**src/rtl/swrg_pkg.sv**
```systemverilog
// Constants and types shared by the stop wake-up reset generator.
// Assumes a 40 MHz system clock and an 8-bit register port.
package swrg_pkg;

    // System clock period
    localparam int SYS_CLK_PERIOD_NS = 25;

    // Register offsets, byte addresses
    localparam logic [3:0] ADDR_CTRL   = 4'h0;
    localparam logic [3:0] ADDR_STATUS = 4'h4;
    localparam logic [3:0] ADDR_STOP   = 4'h8;

    // Control register fields
    localparam int CTRL_CME    = 0;
    localparam int CTRL_SELF_CLOCK_ALLOW   = 1;
    localparam int CTRL_SELF_CLOCK_IRQ_ENABLE  = 2;
    localparam int CTRL_PLL_CLOCK_SELECT = 3;
    localparam int CTRL_OSCILLATOR_KEEP_IN_STOP   = 4;
    localparam int CTRL_RATE_LO = 5;
    localparam logic [7:0] CTRL_RESET = 8'h03;

    // Status register fields
    localparam int STAT_FLAG  = 0;
    localparam int STAT_SCM   = 1;
    localparam int STAT_CMP   = 2;
    localparam int STAT_WDP   = 3;
    localparam int STAT_VEC   = 4;
    localparam int STAT_STOP  = 6;

    // Stop command field
    localparam int STOP_GO = 0;

    // Reset sequence counts in system clock cycles
    localparam int DRIVE_CYCLES  = 128;
    localparam int SYNC_EXTRA    = 3;
    localparam int SETTLE_CYCLES = 64;

    // Clock quality checker
    localparam int OSC_GOOD_CYCLES = 4096;
    localparam int MAX_WINDOWS     = 50;
    localparam int WINDOW_DEFAULT  = 8192;

    // Vector selection codes
    typedef enum logic [1:0] {
        SWRG_VEC_POR = 2'h0,
        SWRG_VEC_CM  = 2'h1,
        SWRG_VEC_WD  = 2'h2
    } swrg_vec_t;

    // Sequencer states
    typedef enum logic [7:0] {
        SWRG_RUN     = 8'h01,
        SWRG_PSTOP   = 8'h02,
        SWRG_FSTOP   = 8'h04,
        SWRG_WAKECHK = 8'h08,
        SWRG_RSTCHK  = 8'h10,
        SWRG_DRIVE   = 8'h20,
        SWRG_SETTLE  = 8'h40,
        SWRG_PINWAIT = 8'h80
    } swrg_state_t;

endpackage

```
**src/rtl/swrg_cq_if.sv**
```systemverilog
// Link between the sequencer and its clock quality checker.
// Assumes both ends run on the same system clock.
`timescale 1ns/1ps
interface swrg_cq_if;
    logic start;   // Begin a check run
    logic limited; // Stop after the window limit
    logic osc_ok;  // Oscillator seen present
    logic good;    // Pulse, oscillator judged good
    logic failed;  // Pulse, all windows failed
    logic busy;    // A check run is active

    modport judge   (input start, limited, osc_ok, output good, failed, busy);
    modport ctrl    (output start, limited, osc_ok, input good, failed, busy);
endinterface // swrg_cq_if

```
**src/rtl/swrg_sync3.sv**
```systemverilog
// Three-stage synchroniser for pins entering the system clock domain.
// Assumes inputs are asynchronous to sys_clk.
`timescale 1ns/1ps
module swrg_sync3 #(
    parameter int       WIDTH = 1,
    parameter bit [7:0] INIT  = 8'h00
) (
    input  wire logic             sys_clk, // System clock
    input  wire logic             resetn,  // Async reset, active low
    input  wire logic [WIDTH-1:0] d,       // Raw pin levels
    output logic      [WIDTH-1:0] q        // Filtered levels
);
    logic [WIDTH-1:0] s1;
    logic [WIDTH-1:0] s2;
    logic [WIDTH-1:0] s3;

    initial begin
        if (WIDTH < 1 || WIDTH > 8) $error("swrg_sync3: WIDTH out of range");
    end

    // Chain; first stage feeds only the second
    always_ff @(posedge sys_clk or negedge resetn) begin
        if (!resetn) begin
            s1 <= INIT[WIDTH-1:0];
            s2 <= INIT[WIDTH-1:0];
            s3 <= INIT[WIDTH-1:0];
        end else begin
            s1 <= d;
            s2 <= s1;
            s3 <= s2;
        end
    end

    // Take a bit once stages two and three agree
    always_ff @(posedge sys_clk or negedge resetn) begin
        if (!resetn) begin
            q <= INIT[WIDTH-1:0];
        end else begin
            q <= (s2 & s3) | (q & (s2 ^ s3));
        end
    end
endmodule // swrg_sync3

```
**src/rtl/swrg_quality_checker.sv**
```systemverilog
// Clock quality checker: counts check windows until the oscillator is steady.
// Assumes osc_ok is already synchronised to sys_clk.
`timescale 1ns/1ps
module swrg_quality_checker
    import swrg_pkg::*;
#(
    parameter int WINDOW_CYCLES = WINDOW_DEFAULT
) (
    input  wire logic  sys_clk, // System clock
    input  wire logic  resetn,  // Async reset, active low
    swrg_cq_if.judge   cq       // Sequencer side
);
    logic [15:0] win_cnt;
    logic [12:0] ok_cnt;
    logic [5:0]  win_num;
    logic        ok_done;

    initial begin
        if (WINDOW_CYCLES <= OSC_GOOD_CYCLES || WINDOW_CYCLES > 65535)
            $error("swrg_quality_checker: WINDOW_CYCLES out of range");
    end

    assign ok_done = cq.osc_ok && (ok_cnt == 13'(OSC_GOOD_CYCLES - 1));

    // Window and steadiness counters
    always_ff @(posedge sys_clk or negedge resetn) begin
        if (!resetn) begin
            cq.busy   <= 1'b0;
            cq.good   <= 1'b0;
            cq.failed <= 1'b0;
            win_cnt   <= 16'h0000;
            ok_cnt    <= 13'h0000;
            win_num   <= 6'h00;
        end else begin
            cq.good   <= 1'b0;
            cq.failed <= 1'b0;
            if (cq.start) begin
                cq.busy <= 1'b1;
                win_cnt <= 16'h0000;
                ok_cnt  <= 13'h0000;
                win_num <= 6'h00;
            end else if (cq.busy) begin
                ok_cnt <= cq.osc_ok ? ok_cnt + 13'h0001 : 13'h0000;
                if (ok_done) begin
                    cq.good <= 1'b1;
                    cq.busy <= 1'b0;
                end else if (win_cnt == 16'(WINDOW_CYCLES - 1)) begin
                    win_cnt <= 16'h0000;
                    win_num <= win_num + 6'h01;
                    // Limited runs give up; others repeat without end
                    if (cq.limited && win_num == 6'(MAX_WINDOWS - 1)) begin // RULE4
                        cq.failed <= 1'b1;
                        cq.busy   <= 1'b0;
                    end
                end else begin
                    win_cnt <= win_cnt + 16'h0001;
                end
            end
        end
    end
endmodule // swrg_quality_checker

```
**src/rtl/swrg_top.sv**
```systemverilog
// Stop-mode wake-up sequencer and reset generator with vector selection.
// Assumes a running sys_clk for sequencing, an open-drain reset pin with a
// pull-up, and a clock monitor that reports oscillator loss and presence.
//
// The address-and-strobe port and the register offsets are this design's own decisions.
`timescale 1ns/1ps
// Behaviour
// RULE1 - Pseudo-stop clock loss with self-clock allowed: power up, self-clock, check, flag
// RULE2 - Oscillator good again in pseudo-stop: leave self-clock, power down, stay stopped
// RULE3 - After recovery, wake resumes on oscillator; external reset starts sequence
// RULE4 - Without recovery, quality checks repeat endlessly during pseudo-stop
// RULE5 - Without recovery, wake or reset leaves stop in self-clock, checks continue
// RULE6 - With interrupt enabled, the raised flag itself wakes from pseudo-stop
// RULE7 - Only an external interrupt or reset wakes from full stop
// RULE8 - Reset in full stop: restore defaults, check up to 50 windows, then sequence
// RULE9 - Interrupt wake from full stop: check; on failure self-clock or monitor reset
// RULE10 - Leaving any stop clears the synth clock select bit
// RULE11 - Clock monitor ignored during full stop
// RULE12 - Reset sources: pin low, power-on, low voltage, watchdog, monitor failure
// RULE13 - Drive reset pin low for 128 plus synchronisation cycles, then release
// RULE14 - Reset entry is asynchronous; leaving reset needs the running clock
// RULE15 - Sample the pin 64 cycles after release to find the origin
// RULE16 - Vector: monitor, watchdog or power-on by pending flags and pin level
// RULE17 - Internal reset held through the sequence and while the pin stays low
// RULE18 - Monitor reset forces enables on, enters self-clock, checks in parallel
// RULE19 - Power-on or low voltage: check clock first, else sequence in self-clock
// RULE20 - Pin load must let the pin rise within 64 cycles of release
// RULE21 - Sense the pin through a synchroniser before using it
// RULE22 - Latch monitor and watchdog causes until the vector is chosen
module swrg_top
    import swrg_pkg::*;
#(
    parameter int WINDOW_CYCLES = WINDOW_DEFAULT
) (
    input  wire logic       sys_clk,          // System clock, 40 MHz
    input  wire logic       resetn,           // Power-on reset, active low
    input  wire logic       low_voltage,      // Low voltage detected
    input  wire logic       watchdog_timeout, // Watchdog expiry pulse
    input  wire logic       wake_irq,         // External or periodic wake-up
    input  wire logic       osc_lost_in,      // Clock monitor: oscillator lost
    input  wire logic       osc_ok_in,        // Oscillator present
    input  wire logic       reset_pin_in,     // Reset pin level
    output logic            reset_pin_out,    // Reset pin drive value
    output logic            reset_pin_oe,     // Reset pin drive enable
    input  wire logic [3:0] reg_addr,         // Register address
    input  wire logic [7:0] reg_wdata,        // Write data
    input  wire logic       reg_wr,           // Write strobe
    input  wire logic       reg_rd,           // Read strobe
    output logic      [7:0] reg_rdata,        // Read data, next cycle
    output logic            internal_reset_n, // Core reset, active low
    output logic            self_clock_mode,  // Running on fallback clock
    output logic            regulator_enable, // Voltage regulator on
    output logic            synth_enable,     // Frequency synthesiser on
    output logic            pll_clock_select, // System clock from synthesiser
    output logic            stop_active,      // In a stop mode
    output logic      [1:0] vector_sel,       // Chosen reset vector
    output logic            vector_fetch      // Pulse, vector chosen
);
    swrg_cq_if cq ();

    swrg_state_t state;
    swrg_state_t next_state;
    logic [7:0]  ctrl;
    logic        scm_flag;
    logic        cm_pend;
    logic        wd_pend;
    logic [7:0]  cnt;
    logic [2:0]  pins_s;
    logic        pin_high;
    logic        lost;
    logic        ext_rst;
    logic        wd_rst;
    logic        loss;
    logic        seq_go;
    logic        cm_go;
    logic        scm_enter;
    logic        scm_leave;
    logic        cq_go;
    logic        cq_lim;
    logic        exit_stop;
    logic        vec_go;
    logic        stop_req;
    logic        in_stop;
    logic        in_reset;
    logic        por_kick;
    logic        next_scm;

    initial begin
        if (WINDOW_CYCLES <= OSC_GOOD_CYCLES)
            $error("swrg_top: WINDOW_CYCLES too short");
    end

    // Pin and clock monitor inputs into the clock domain
    swrg_sync3 #(
        .WIDTH (3),
        .INIT  (8'h05)
    ) u_sync (
        .sys_clk (sys_clk),
        .resetn  (resetn),
        .d       ({osc_ok_in, osc_lost_in, reset_pin_in}),
        .q       (pins_s)
    ); // RULE21

    swrg_quality_checker #(
        .WINDOW_CYCLES (WINDOW_CYCLES)
    ) u_cq (
        .sys_clk (sys_clk),
        .resetn  (resetn),
        .cq      (cq.judge)
    );

    assign pin_high  = pins_s[0];
    assign lost      = pins_s[1];
    assign cq.osc_ok = pins_s[2];
    assign cq.start   = cq_go;
    assign cq.limited = cq_lim;
    assign next_scm   = scm_enter || (self_clock_mode && !scm_leave); // Self-clock level after this edge

    // Event decode
    assign in_stop  = (state == SWRG_PSTOP) || (state == SWRG_FSTOP);
    assign in_reset = (state == SWRG_DRIVE) || (state == SWRG_SETTLE) ||
                      (state == SWRG_PINWAIT) || (state == SWRG_RSTCHK);
    assign ext_rst  = ~pin_high;
    assign wd_rst   = watchdog_timeout && (ctrl[CTRL_RATE_LO +: 3] != 3'h0); // RULE12
    assign loss     = lost && ctrl[CTRL_CME] &&
                      ((state == SWRG_RUN) || (state == SWRG_PSTOP)); // RULE11
    assign stop_req = reg_wr && (reg_addr == ADDR_STOP) && reg_wdata[STOP_GO];

    // Next state and sequencing events
    always_comb begin
        next_state = state;
        seq_go     = 1'b0;
        cm_go      = 1'b0;
        scm_enter  = 1'b0;
        scm_leave  = 1'b0;
        cq_go      = 1'b0;
        cq_lim     = 1'b0;
        exit_stop  = 1'b0;
        vec_go     = 1'b0;
        unique case (state)
            SWRG_RUN: begin
                if (stop_req) begin
                    next_state = ctrl[CTRL_OSCILLATOR_KEEP_IN_STOP] ? SWRG_PSTOP : SWRG_FSTOP;
                end
            end
            SWRG_PSTOP: begin
                // Plain wake or flag wake with interrupt enabled
                if (wake_irq || (scm_flag && ctrl[CTRL_SELF_CLOCK_IRQ_ENABLE])) begin // RULE3 RULE5 RULE6
                    next_state = SWRG_RUN;
                    exit_stop  = 1'b1;
                end
            end
            SWRG_FSTOP: begin
                if (ext_rst) begin // RULE7 RULE8
                    next_state = SWRG_RSTCHK;
                    seq_go     = 1'b1;
                    cq_go      = 1'b1;
                    cq_lim     = 1'b1;
                    exit_stop  = 1'b1;
                end else if (wake_irq) begin // RULE7 RULE9
                    next_state = SWRG_WAKECHK;
                    cq_go      = 1'b1;
                    cq_lim     = 1'b1;
                    exit_stop  = 1'b1;
                end
            end
            SWRG_WAKECHK: begin
                if (cq.good) begin // RULE9
                    next_state = SWRG_RUN;
                end else if (cq.failed) begin
                    if (ctrl[CTRL_SELF_CLOCK_ALLOW]) begin
                        next_state = SWRG_RUN;
                        scm_enter  = 1'b1;
                        cq_go      = 1'b1;
                    end else begin
                        next_state = SWRG_DRIVE;
                        seq_go     = 1'b1;
                        cm_go      = 1'b1;
                    end
                end
            end
            SWRG_RSTCHK: begin
                if (cq.good) begin // RULE8 RULE19
                    next_state = SWRG_DRIVE;
                end else if (cq.failed) begin
                    next_state = SWRG_DRIVE;
                    scm_enter  = 1'b1;
                    cq_go      = 1'b1;
                end
            end
            SWRG_DRIVE: begin
                if (cnt == 8'(DRIVE_CYCLES + SYNC_EXTRA - 1)) begin // RULE13
                    next_state = SWRG_SETTLE;
                end
            end
            SWRG_SETTLE: begin
                if (cnt == 8'(SETTLE_CYCLES - 1)) begin // RULE15
                    if (pin_high) begin
                        next_state = SWRG_RUN;
                        vec_go     = 1'b1;
                    end else begin
                        next_state = SWRG_PINWAIT;
                    end
                end
            end
            SWRG_PINWAIT: begin
                if (pin_high) begin // RULE16 RULE17
                    next_state = SWRG_RUN;
                    vec_go     = 1'b1;
                end
            end
        endcase

        // Clock loss while the monitor watches
        if (loss && !self_clock_mode && (next_state == state)) begin
            if (!ctrl[CTRL_SELF_CLOCK_ALLOW]) begin
                next_state = SWRG_DRIVE; // RULE12
                seq_go     = 1'b1;
                cm_go      = 1'b1;
                exit_stop  = in_stop;
            end else begin
                scm_enter = 1'b1; // RULE1 RULE6
                cq_go     = 1'b1;
            end
        end
        // Monitor reset enters self-clock with checks in parallel
        if (cm_go && !self_clock_mode) begin
            scm_enter = 1'b1; // RULE18
            cq_go     = 1'b1;
        end
        // Oscillator judged good while in self-clock
        if (self_clock_mode && cq.good && !cq_go) begin
            scm_leave = 1'b1; // RULE2 RULE18
        end
        // Pin low or watchdog while running or in pseudo-stop
        if (!in_reset && (state != SWRG_FSTOP) && (state != SWRG_WAKECHK) &&
            (ext_rst || wd_rst)) begin
            next_state = SWRG_DRIVE; // RULE3 RULE5 RULE12
            seq_go     = 1'b1;
            exit_stop  = in_stop;
        end
        // First check run right after power-on release
        if (por_kick) begin
            cq_go  = 1'b1; // RULE19
            cq_lim = 1'b1;
        end
        // Low voltage restarts from a clock check
        if (low_voltage) begin
            next_state = SWRG_RSTCHK; // RULE19
            seq_go     = 1'b1;
            cq_go      = 1'b1;
            cq_lim     = 1'b1;
            exit_stop  = in_stop;
        end
    end

    // Sequencer state; power-on enters the clock check at once
    always_ff @(posedge sys_clk or negedge resetn) begin
        if (!resetn) begin
            state <= SWRG_RSTCHK; // RULE14 RULE19
        end else begin
            state <= next_state;
        end
    end

    // Power-on starts the first check run right after release
    always_ff @(posedge sys_clk or negedge resetn) begin
        if (!resetn) begin
            por_kick <= 1'b1;
        end else begin
            por_kick <= 1'b0;
        end
    end

    // Phase counter for drive and settle
    always_ff @(posedge sys_clk or negedge resetn) begin
        if (!resetn) begin
            cnt <= 8'h00;
        end else if (next_state != state) begin
            cnt <= 8'h00;
        end else begin
            cnt <= cnt + 8'h01;
        end
    end

    // Control register; any reset event restores defaults
    always_ff @(posedge sys_clk or negedge resetn) begin
        if (!resetn) begin
            ctrl <= CTRL_RESET; // RULE14
        end else if (seq_go) begin
            ctrl <= CTRL_RESET; // RULE8 RULE18
        end else begin
            if (reg_wr && (reg_addr == ADDR_CTRL) && !in_reset) begin
                ctrl <= reg_wdata;
            end
            if (exit_stop) begin
                ctrl[CTRL_PLL_CLOCK_SELECT] <= 1'b0; // RULE10
            end
        end
    end

    // Self-clock mode and its change flag; a change beats the clear
    always_ff @(posedge sys_clk or negedge resetn) begin
        if (!resetn) begin
            self_clock_mode <= 1'b0;
            scm_flag        <= 1'b0;
        end else begin
            if (scm_enter) begin
                self_clock_mode <= 1'b1; // RULE1 RULE5
            end else if (scm_leave) begin
                self_clock_mode <= 1'b0; // RULE2
            end
            if (scm_enter || scm_leave) begin
                scm_flag <= 1'b1; // RULE1
            end else if (reg_wr && (reg_addr == ADDR_STATUS) && reg_wdata[STAT_FLAG]) begin
                scm_flag <= 1'b0;
            end
        end
    end

    // Pending causes, held until the vector is chosen
    always_ff @(posedge sys_clk or negedge resetn) begin
        if (!resetn) begin
            cm_pend <= 1'b0;
            wd_pend <= 1'b0;
        end else begin
            if (cm_go) begin
                cm_pend <= 1'b1; // RULE22
            end else if (vec_go) begin
                cm_pend <= 1'b0;
            end
            if (wd_rst) begin
                wd_pend <= 1'b1; // RULE22
            end else if (vec_go) begin
                wd_pend <= 1'b0;
            end
        end
    end

    // Vector choice from sampled pin and pending causes
    always_ff @(posedge sys_clk or negedge resetn) begin
        if (!resetn) begin
            vector_sel   <= SWRG_VEC_POR;
            vector_fetch <= 1'b0;
        end else begin
            vector_fetch <= vec_go;
            if (vec_go) begin
                if (state == SWRG_PINWAIT) begin
                    vector_sel <= SWRG_VEC_POR; // RULE16
                end else if (cm_pend) begin
                    vector_sel <= SWRG_VEC_CM; // RULE16
                end else if (wd_pend) begin
                    vector_sel <= SWRG_VEC_WD;
                end else begin
                    vector_sel <= SWRG_VEC_POR;
                end
            end
        end
    end

    // Pin drive, internal reset and power controls
    always_ff @(posedge sys_clk or negedge resetn) begin
        if (!resetn) begin
            reset_pin_oe     <= 1'b0;
            internal_reset_n <= 1'b0; // RULE14
            regulator_enable <= 1'b1;
            synth_enable     <= 1'b0;
            stop_active      <= 1'b0;
        end else begin
            reset_pin_oe     <= (next_state == SWRG_DRIVE); // RULE13
            internal_reset_n <= (next_state != SWRG_DRIVE) && (next_state != SWRG_SETTLE) &&
                                (next_state != SWRG_PINWAIT) && (next_state != SWRG_RSTCHK); // RULE17
            stop_active      <= (next_state == SWRG_PSTOP) || (next_state == SWRG_FSTOP);
            // In stop the regulator and synthesiser follow self-clock mode, in step with it
            regulator_enable <= !((next_state == SWRG_PSTOP) || (next_state == SWRG_FSTOP)) || next_scm; // RULE1 RULE2
            synth_enable     <= next_scm || (!((next_state == SWRG_PSTOP) || (next_state == SWRG_FSTOP)) &&
                                ctrl[CTRL_PLL_CLOCK_SELECT]);
        end
    end

    assign reset_pin_out    = 1'b0;
    assign pll_clock_select = ctrl[CTRL_PLL_CLOCK_SELECT];

    // Register read port, data one cycle after the strobe
    always_ff @(posedge sys_clk or negedge resetn) begin
        if (!resetn) begin
            reg_rdata <= 8'h00;
        end else if (reg_rd) begin
            unique case (reg_addr)
                ADDR_CTRL:   reg_rdata <= ctrl;
                ADDR_STATUS: reg_rdata <= {1'b0, stop_active, vector_sel, wd_pend, cm_pend,
                                           self_clock_mode, scm_flag};
                default:     reg_rdata <= 8'h00;
            endcase
        end else begin
            reg_rdata <= 8'h00;
        end
    end
endmodule // swrg_top

```
**config.mk**
```make
export PLATFORM = sky130hd
export DESIGN_NAME = swrg_top
export DESIGN_NICKNAME = d
export VERILOG_FILES = /design/src/rtl/swrg_pkg.sv /design/src/rtl/swrg_cq_if.sv /design/src/rtl/swrg_sync3.sv /design/src/rtl/swrg_quality_checker.sv /design/src/rtl/swrg_top.sv
export SDC_FILE = /design/constraint.sdc
export NUM_CORES = 1
export LEC_CHECK = 0
export BUFFER_PORTS_ARGS = -buffer_cell sky130_fd_sc_hd__buf_2
export CAP_MARGIN = 25
export CORE_MARGIN = 4
export CORE_UTILIZATION = 40
export DETAILED_ROUTE_END_ITERATION = 6
export GPL_TIMING_DRIVEN = 0
export HOLD_SLACK_MARGIN = 0.12
export PLACE_DENSITY = 0.54
export SLEW_MARGIN = 20
export SYNTH_ARGS = -nofsm -noshare
export SYNTH_HDL_FRONTEND = slang
export SYNTH_SLANG_ARGS = --single-unit
export TNS_END_PERCENT = 1
```
**constraint.sdc**
```tcl
create_clock -name sys_clk -period 5.7 [get_ports sys_clk]
set_input_delay 1.425 -clock sys_clk [delete_from_list [all_inputs] [get_ports sys_clk]]
set_output_delay 1.425 -clock sys_clk [all_outputs]
set_load 0.005 [all_outputs]
```
==> impl_metrics.env <==
export IMPL_powerDensity_mw_per_mm2=321
export IMPL_period_needed_ns=4.00
export IMPL_hp_class="register to register"
export IMPL_die_height_um=109
export IMPL_routed_wl_um=10300
export IMPL_fill_cells=970
export IMPL_synth_edf_count=0
export IMPL_p_sw_share_pct=34.3
export IMPL_r2r_end="cnt[2]$_DFF_PN0_"
export IMPL_syn_to_final_growth_pct=15.6
export IMPL_finalCritPeriodShare_pct=70.1
export IMPL_setup_viol=0
export IMPL_dominantRegCellSynth="dfrtp_1"
export IMPL_switchingPower_uw=522
export IMPL_cts_repair_resized=0
export IMPL_drt_iter0_drc=226
export IMPL_drt_pass1_iterations=5
export IMPL_crit_start="reg_addr[1]"
export IMPL_wire_per_inst_um=17.1
export IMPL_start_util_pct=41.6
export IMPL_async_flop_share_pct=100
export IMPL_grt_pass1_wl_um=17000
export IMPL_die_w_um=109
export IMPL_synth_top_area_share_pct=36.6
export IMPL_drive_gt1_share_pct=23.7
export IMPL_num_nets_final=496
export IMPL_critPathRequiredTime_ns=5.97
export IMPL_ant_nets=0
export IMPL_ys_seq_area_share_pct=44.9
export IMPL_io_pins=41
export IMPL_rsz0062_at_grt="false"
export IMPL_maxCapViolCount=0
export IMPL_r2r_start="state[7]$_DFF_PN0_"
export IMPL_min_from="u_sync.s1[1]$_DFF_PN0_"
export IMPL_critPathMaxFanout=8
export IMPL_ys_seq_elements=73
export IMPL_synth_cell_types=75
export IMPL_intPower_uw=999
export IMPL_finalMaxSlewViolations=0
export IMPL_rr_worst_depth=9
export IMPL_cts_sinks=73
export IMPL_synthTopCellsByArea="dfrtp_1 (37%), dfstp_2 (8.3%), nor2_1 (3.7%)"
export IMPL_cp_arrival_ns=4.27
export IMPL_grt_pass1_vias=3251
export IMPL_irDropWorstVdd_mv=0.199
export IMPL_cts_tree="built"
export IMPL_cts_setup_buffers=0
export IMPL_yosys_warnings=0
export IMPL_seq_power_share_pct=37.8
export IMPL_hold_violations=0
export IMPL_power_leakage_uw=0.00204
export IMPL_ctsHoldBuffers=0
export IMPL_combPwrFrac_pct=32.5
export IMPL_vias=3368
export IMPL_r2r_slack_ns=2.10
export IMPL_grt_antenna_before_repair=0
export IMPL_syn_area_per_cell_sq_um=9.94
export IMPL_hold_slack_ns=0.353
export IMPL_hpwl_um=7820
export IMPL_setup_slack_ns=1.70
export IMPL_cp_end_kind="register"
export IMPL_dp_slack_ns=1.38
export IMPL_endpoint="cnt[2]$_DFF_PN0_"
export IMPL_status="finished, final reports clean"
export IMPL_clockRootBuffer="clkbuf_8"
export IMPL_drc=0
export IMPL_yosysTopAreaCell="dfrtp_1"
export IMPL_htree_levels=3
export IMPL_dieArea_sq_mm=0.0119
export IMPL_cts_buffers_inserted=9
export IMPL_max_freq_ghz=0.250
export IMPL_clkPwrFrac_pct=29.7
export IMPL_via_per_inst=5.56
export IMPL_crit_type="primary input to register"
export IMPL_cts_reportedPaths_clkPinSlew_ns=0.07
export IMPL_core_sq_mm=0.00986
export IMPL_grt_use_total_pct=18.7
export IMPL_clock_latency_ns=0.36
export IMPL_gp_congestion=0.941
export IMPL_clockBufferDepth=2
export IMPL_grt_max_degree=42
export IMPL_grt_overflow=0
export IMPL_rows=36
export IMPL_netlist_area_sq_mm=0.00410
export IMPL_tightest_slew_ns=0.966
export IMPL_netlist_instances=413
export IMPL_fin_setup_tns_ns=0
export IMPL_diodes=0
export IMPL_worst_setup_path_start_kind="primary input"
export IMPL_skew_ns=0.00993
export IMPL_port_buffers=38
export IMPL_slew_headroom_pct=34.7
-- cells in the mapped netlist, types with 7 or more instances --
master / number
clkbuf_1: 8
and3_1: 10
a22oi_1: 7
nand4_1: 9
nor2b_1: 13
o21ai_0: 10
a31oi_1: 11
nand3_1: 18
nor3_2: 9
nor3_1: 7
xor2_1: 16
nor2_1: 40
dfstp_2: 13
dfrtp_1: 60
nand2b_1: 10
a21oi_1: 16
nand2_1: 22
inv_1: 16
-- area by class of cell --
class | count | area [sq um] | share of cell area [%]
clock inverters | 2 | 60.1 | 1.27
repair buffers | 42 | 230 | 4.85
clock buffers | 14 | 163 | 3.43
well taps | 133 | 166 | 3.51
plain buffers | 20 | 113 | 2.37
inverters | 16 | 60.1 | 1.27
multi-input cells | 306 | 2110 | 44.5
flip-flops and latches | 73 | 1840 | 38.8
-- per-layer routing --
| layer | vias up | track usage (%) | part of all wire [%] |
|---|---|---|---|
| li1 | 1623 | - | - |
| met1 | 1620 | 25.9 | 48 |
| met2 | 111 | 28.7 | 45 |
| met3 | 14 | 4.58 | 5.9 |
| met4 | 0 | 6.41 | 1.8 |
| met5 | - | 0 | 0 |
-- registers in the layout, summed over array words and instances (netlist names), 2 cells and up --
name	cells
u_sync.q	3
state	8
vector_sel	2
u_sync.s1	3
u_cq.ok_cnt	13
u_sync.s2	3
reg_rdata	8
u_sync.s3	3
cnt	8
ctrl	8
-- power groups by stage --
stage          Clock, uW  Combinational [uW]  Sequential (uW)
4_1_cts              472                 495              575
6_report             451                 495              575
5_1_grt              492                 551              581
3_3_place_gp           0                 487              584
2_1_floorplan          0                 361              580
3_5_place_dp           0                 493              585
-- per-stage QoR --
step | cells | util [%] | cell area, sq um | power, uW
after floorplan | 415 | - | 4110 | 941
after detailed placement | 589 | 45.8 | 4520 | 1080
final | 606 | 48.1 | 4740 | 1520
after CTS | 605 | 48.0 | 4740 | 1540
after global placement | 586 | 45.3 | 4470 | 1070
after global routing | 606 | 48.1 | 4740 | 1620
-- worst max-delay path, cell delays in order --
cell	delay, ns
buf_2	0.13
nor4b_1	0.58
and3_1	0.24
buf_1	0.27
mux2_2	0.37
a31oi_1	0.41
nand2b_1	0.20
o221a_2	0.23
nand4_4	0.18
nor3_2	0.22
-- worst min-delay path by stage --
stage | to | depth (start not counted) | slack, ns
after floorplan | u_sync.s2[1]$_DFF_PN0_ | 0 | 0.33
after global placement | u_sync.s2[1]$_DFF_PN0_ | 0 | 0.33
after detailed placement | u_sync.s2[1]$_DFF_PN0_ | 0 | 0.34
after CTS | u_sync.s2[1]$_DFF_PN0_ | 0 | 0.36
after global routing | u_sync.s2[0]$_DFF_PN1_ | 0 | 0.37
final | u_sync.s2[1]$_DFF_PN0_ | 0 | 0.35
-- layout by cell type, fill, tap and decap left out, drive strengths merged, types with 13 or more instances in the layout --
cell type and n:
nand3 18, buf 54, dfstp 13, nor2b 13, nand2 22, clkbuf 22
nor2 40, nor3 17, a21oi 16, xor2 16, dfrtp 60, inv 16
-- logic make-up (layout without fill, tap and decap cells) --
kind of cell,count (synthesis),after routing,share of synthesized area [%]
XOR/XNOR,21,21,4.48
multiplexers,7,7,1.77
other,1,3,0.0914
AND/OR/NAND/NOR,177,177,25.8
adder cells (fa/ha/maj),6,6,1.83
buffers and inverters,36,94,4.21
AO/OA/AOI/OAI,92,92,16.9
flip-flops,73,73,44.9
(Power assumes the default switching activity.)
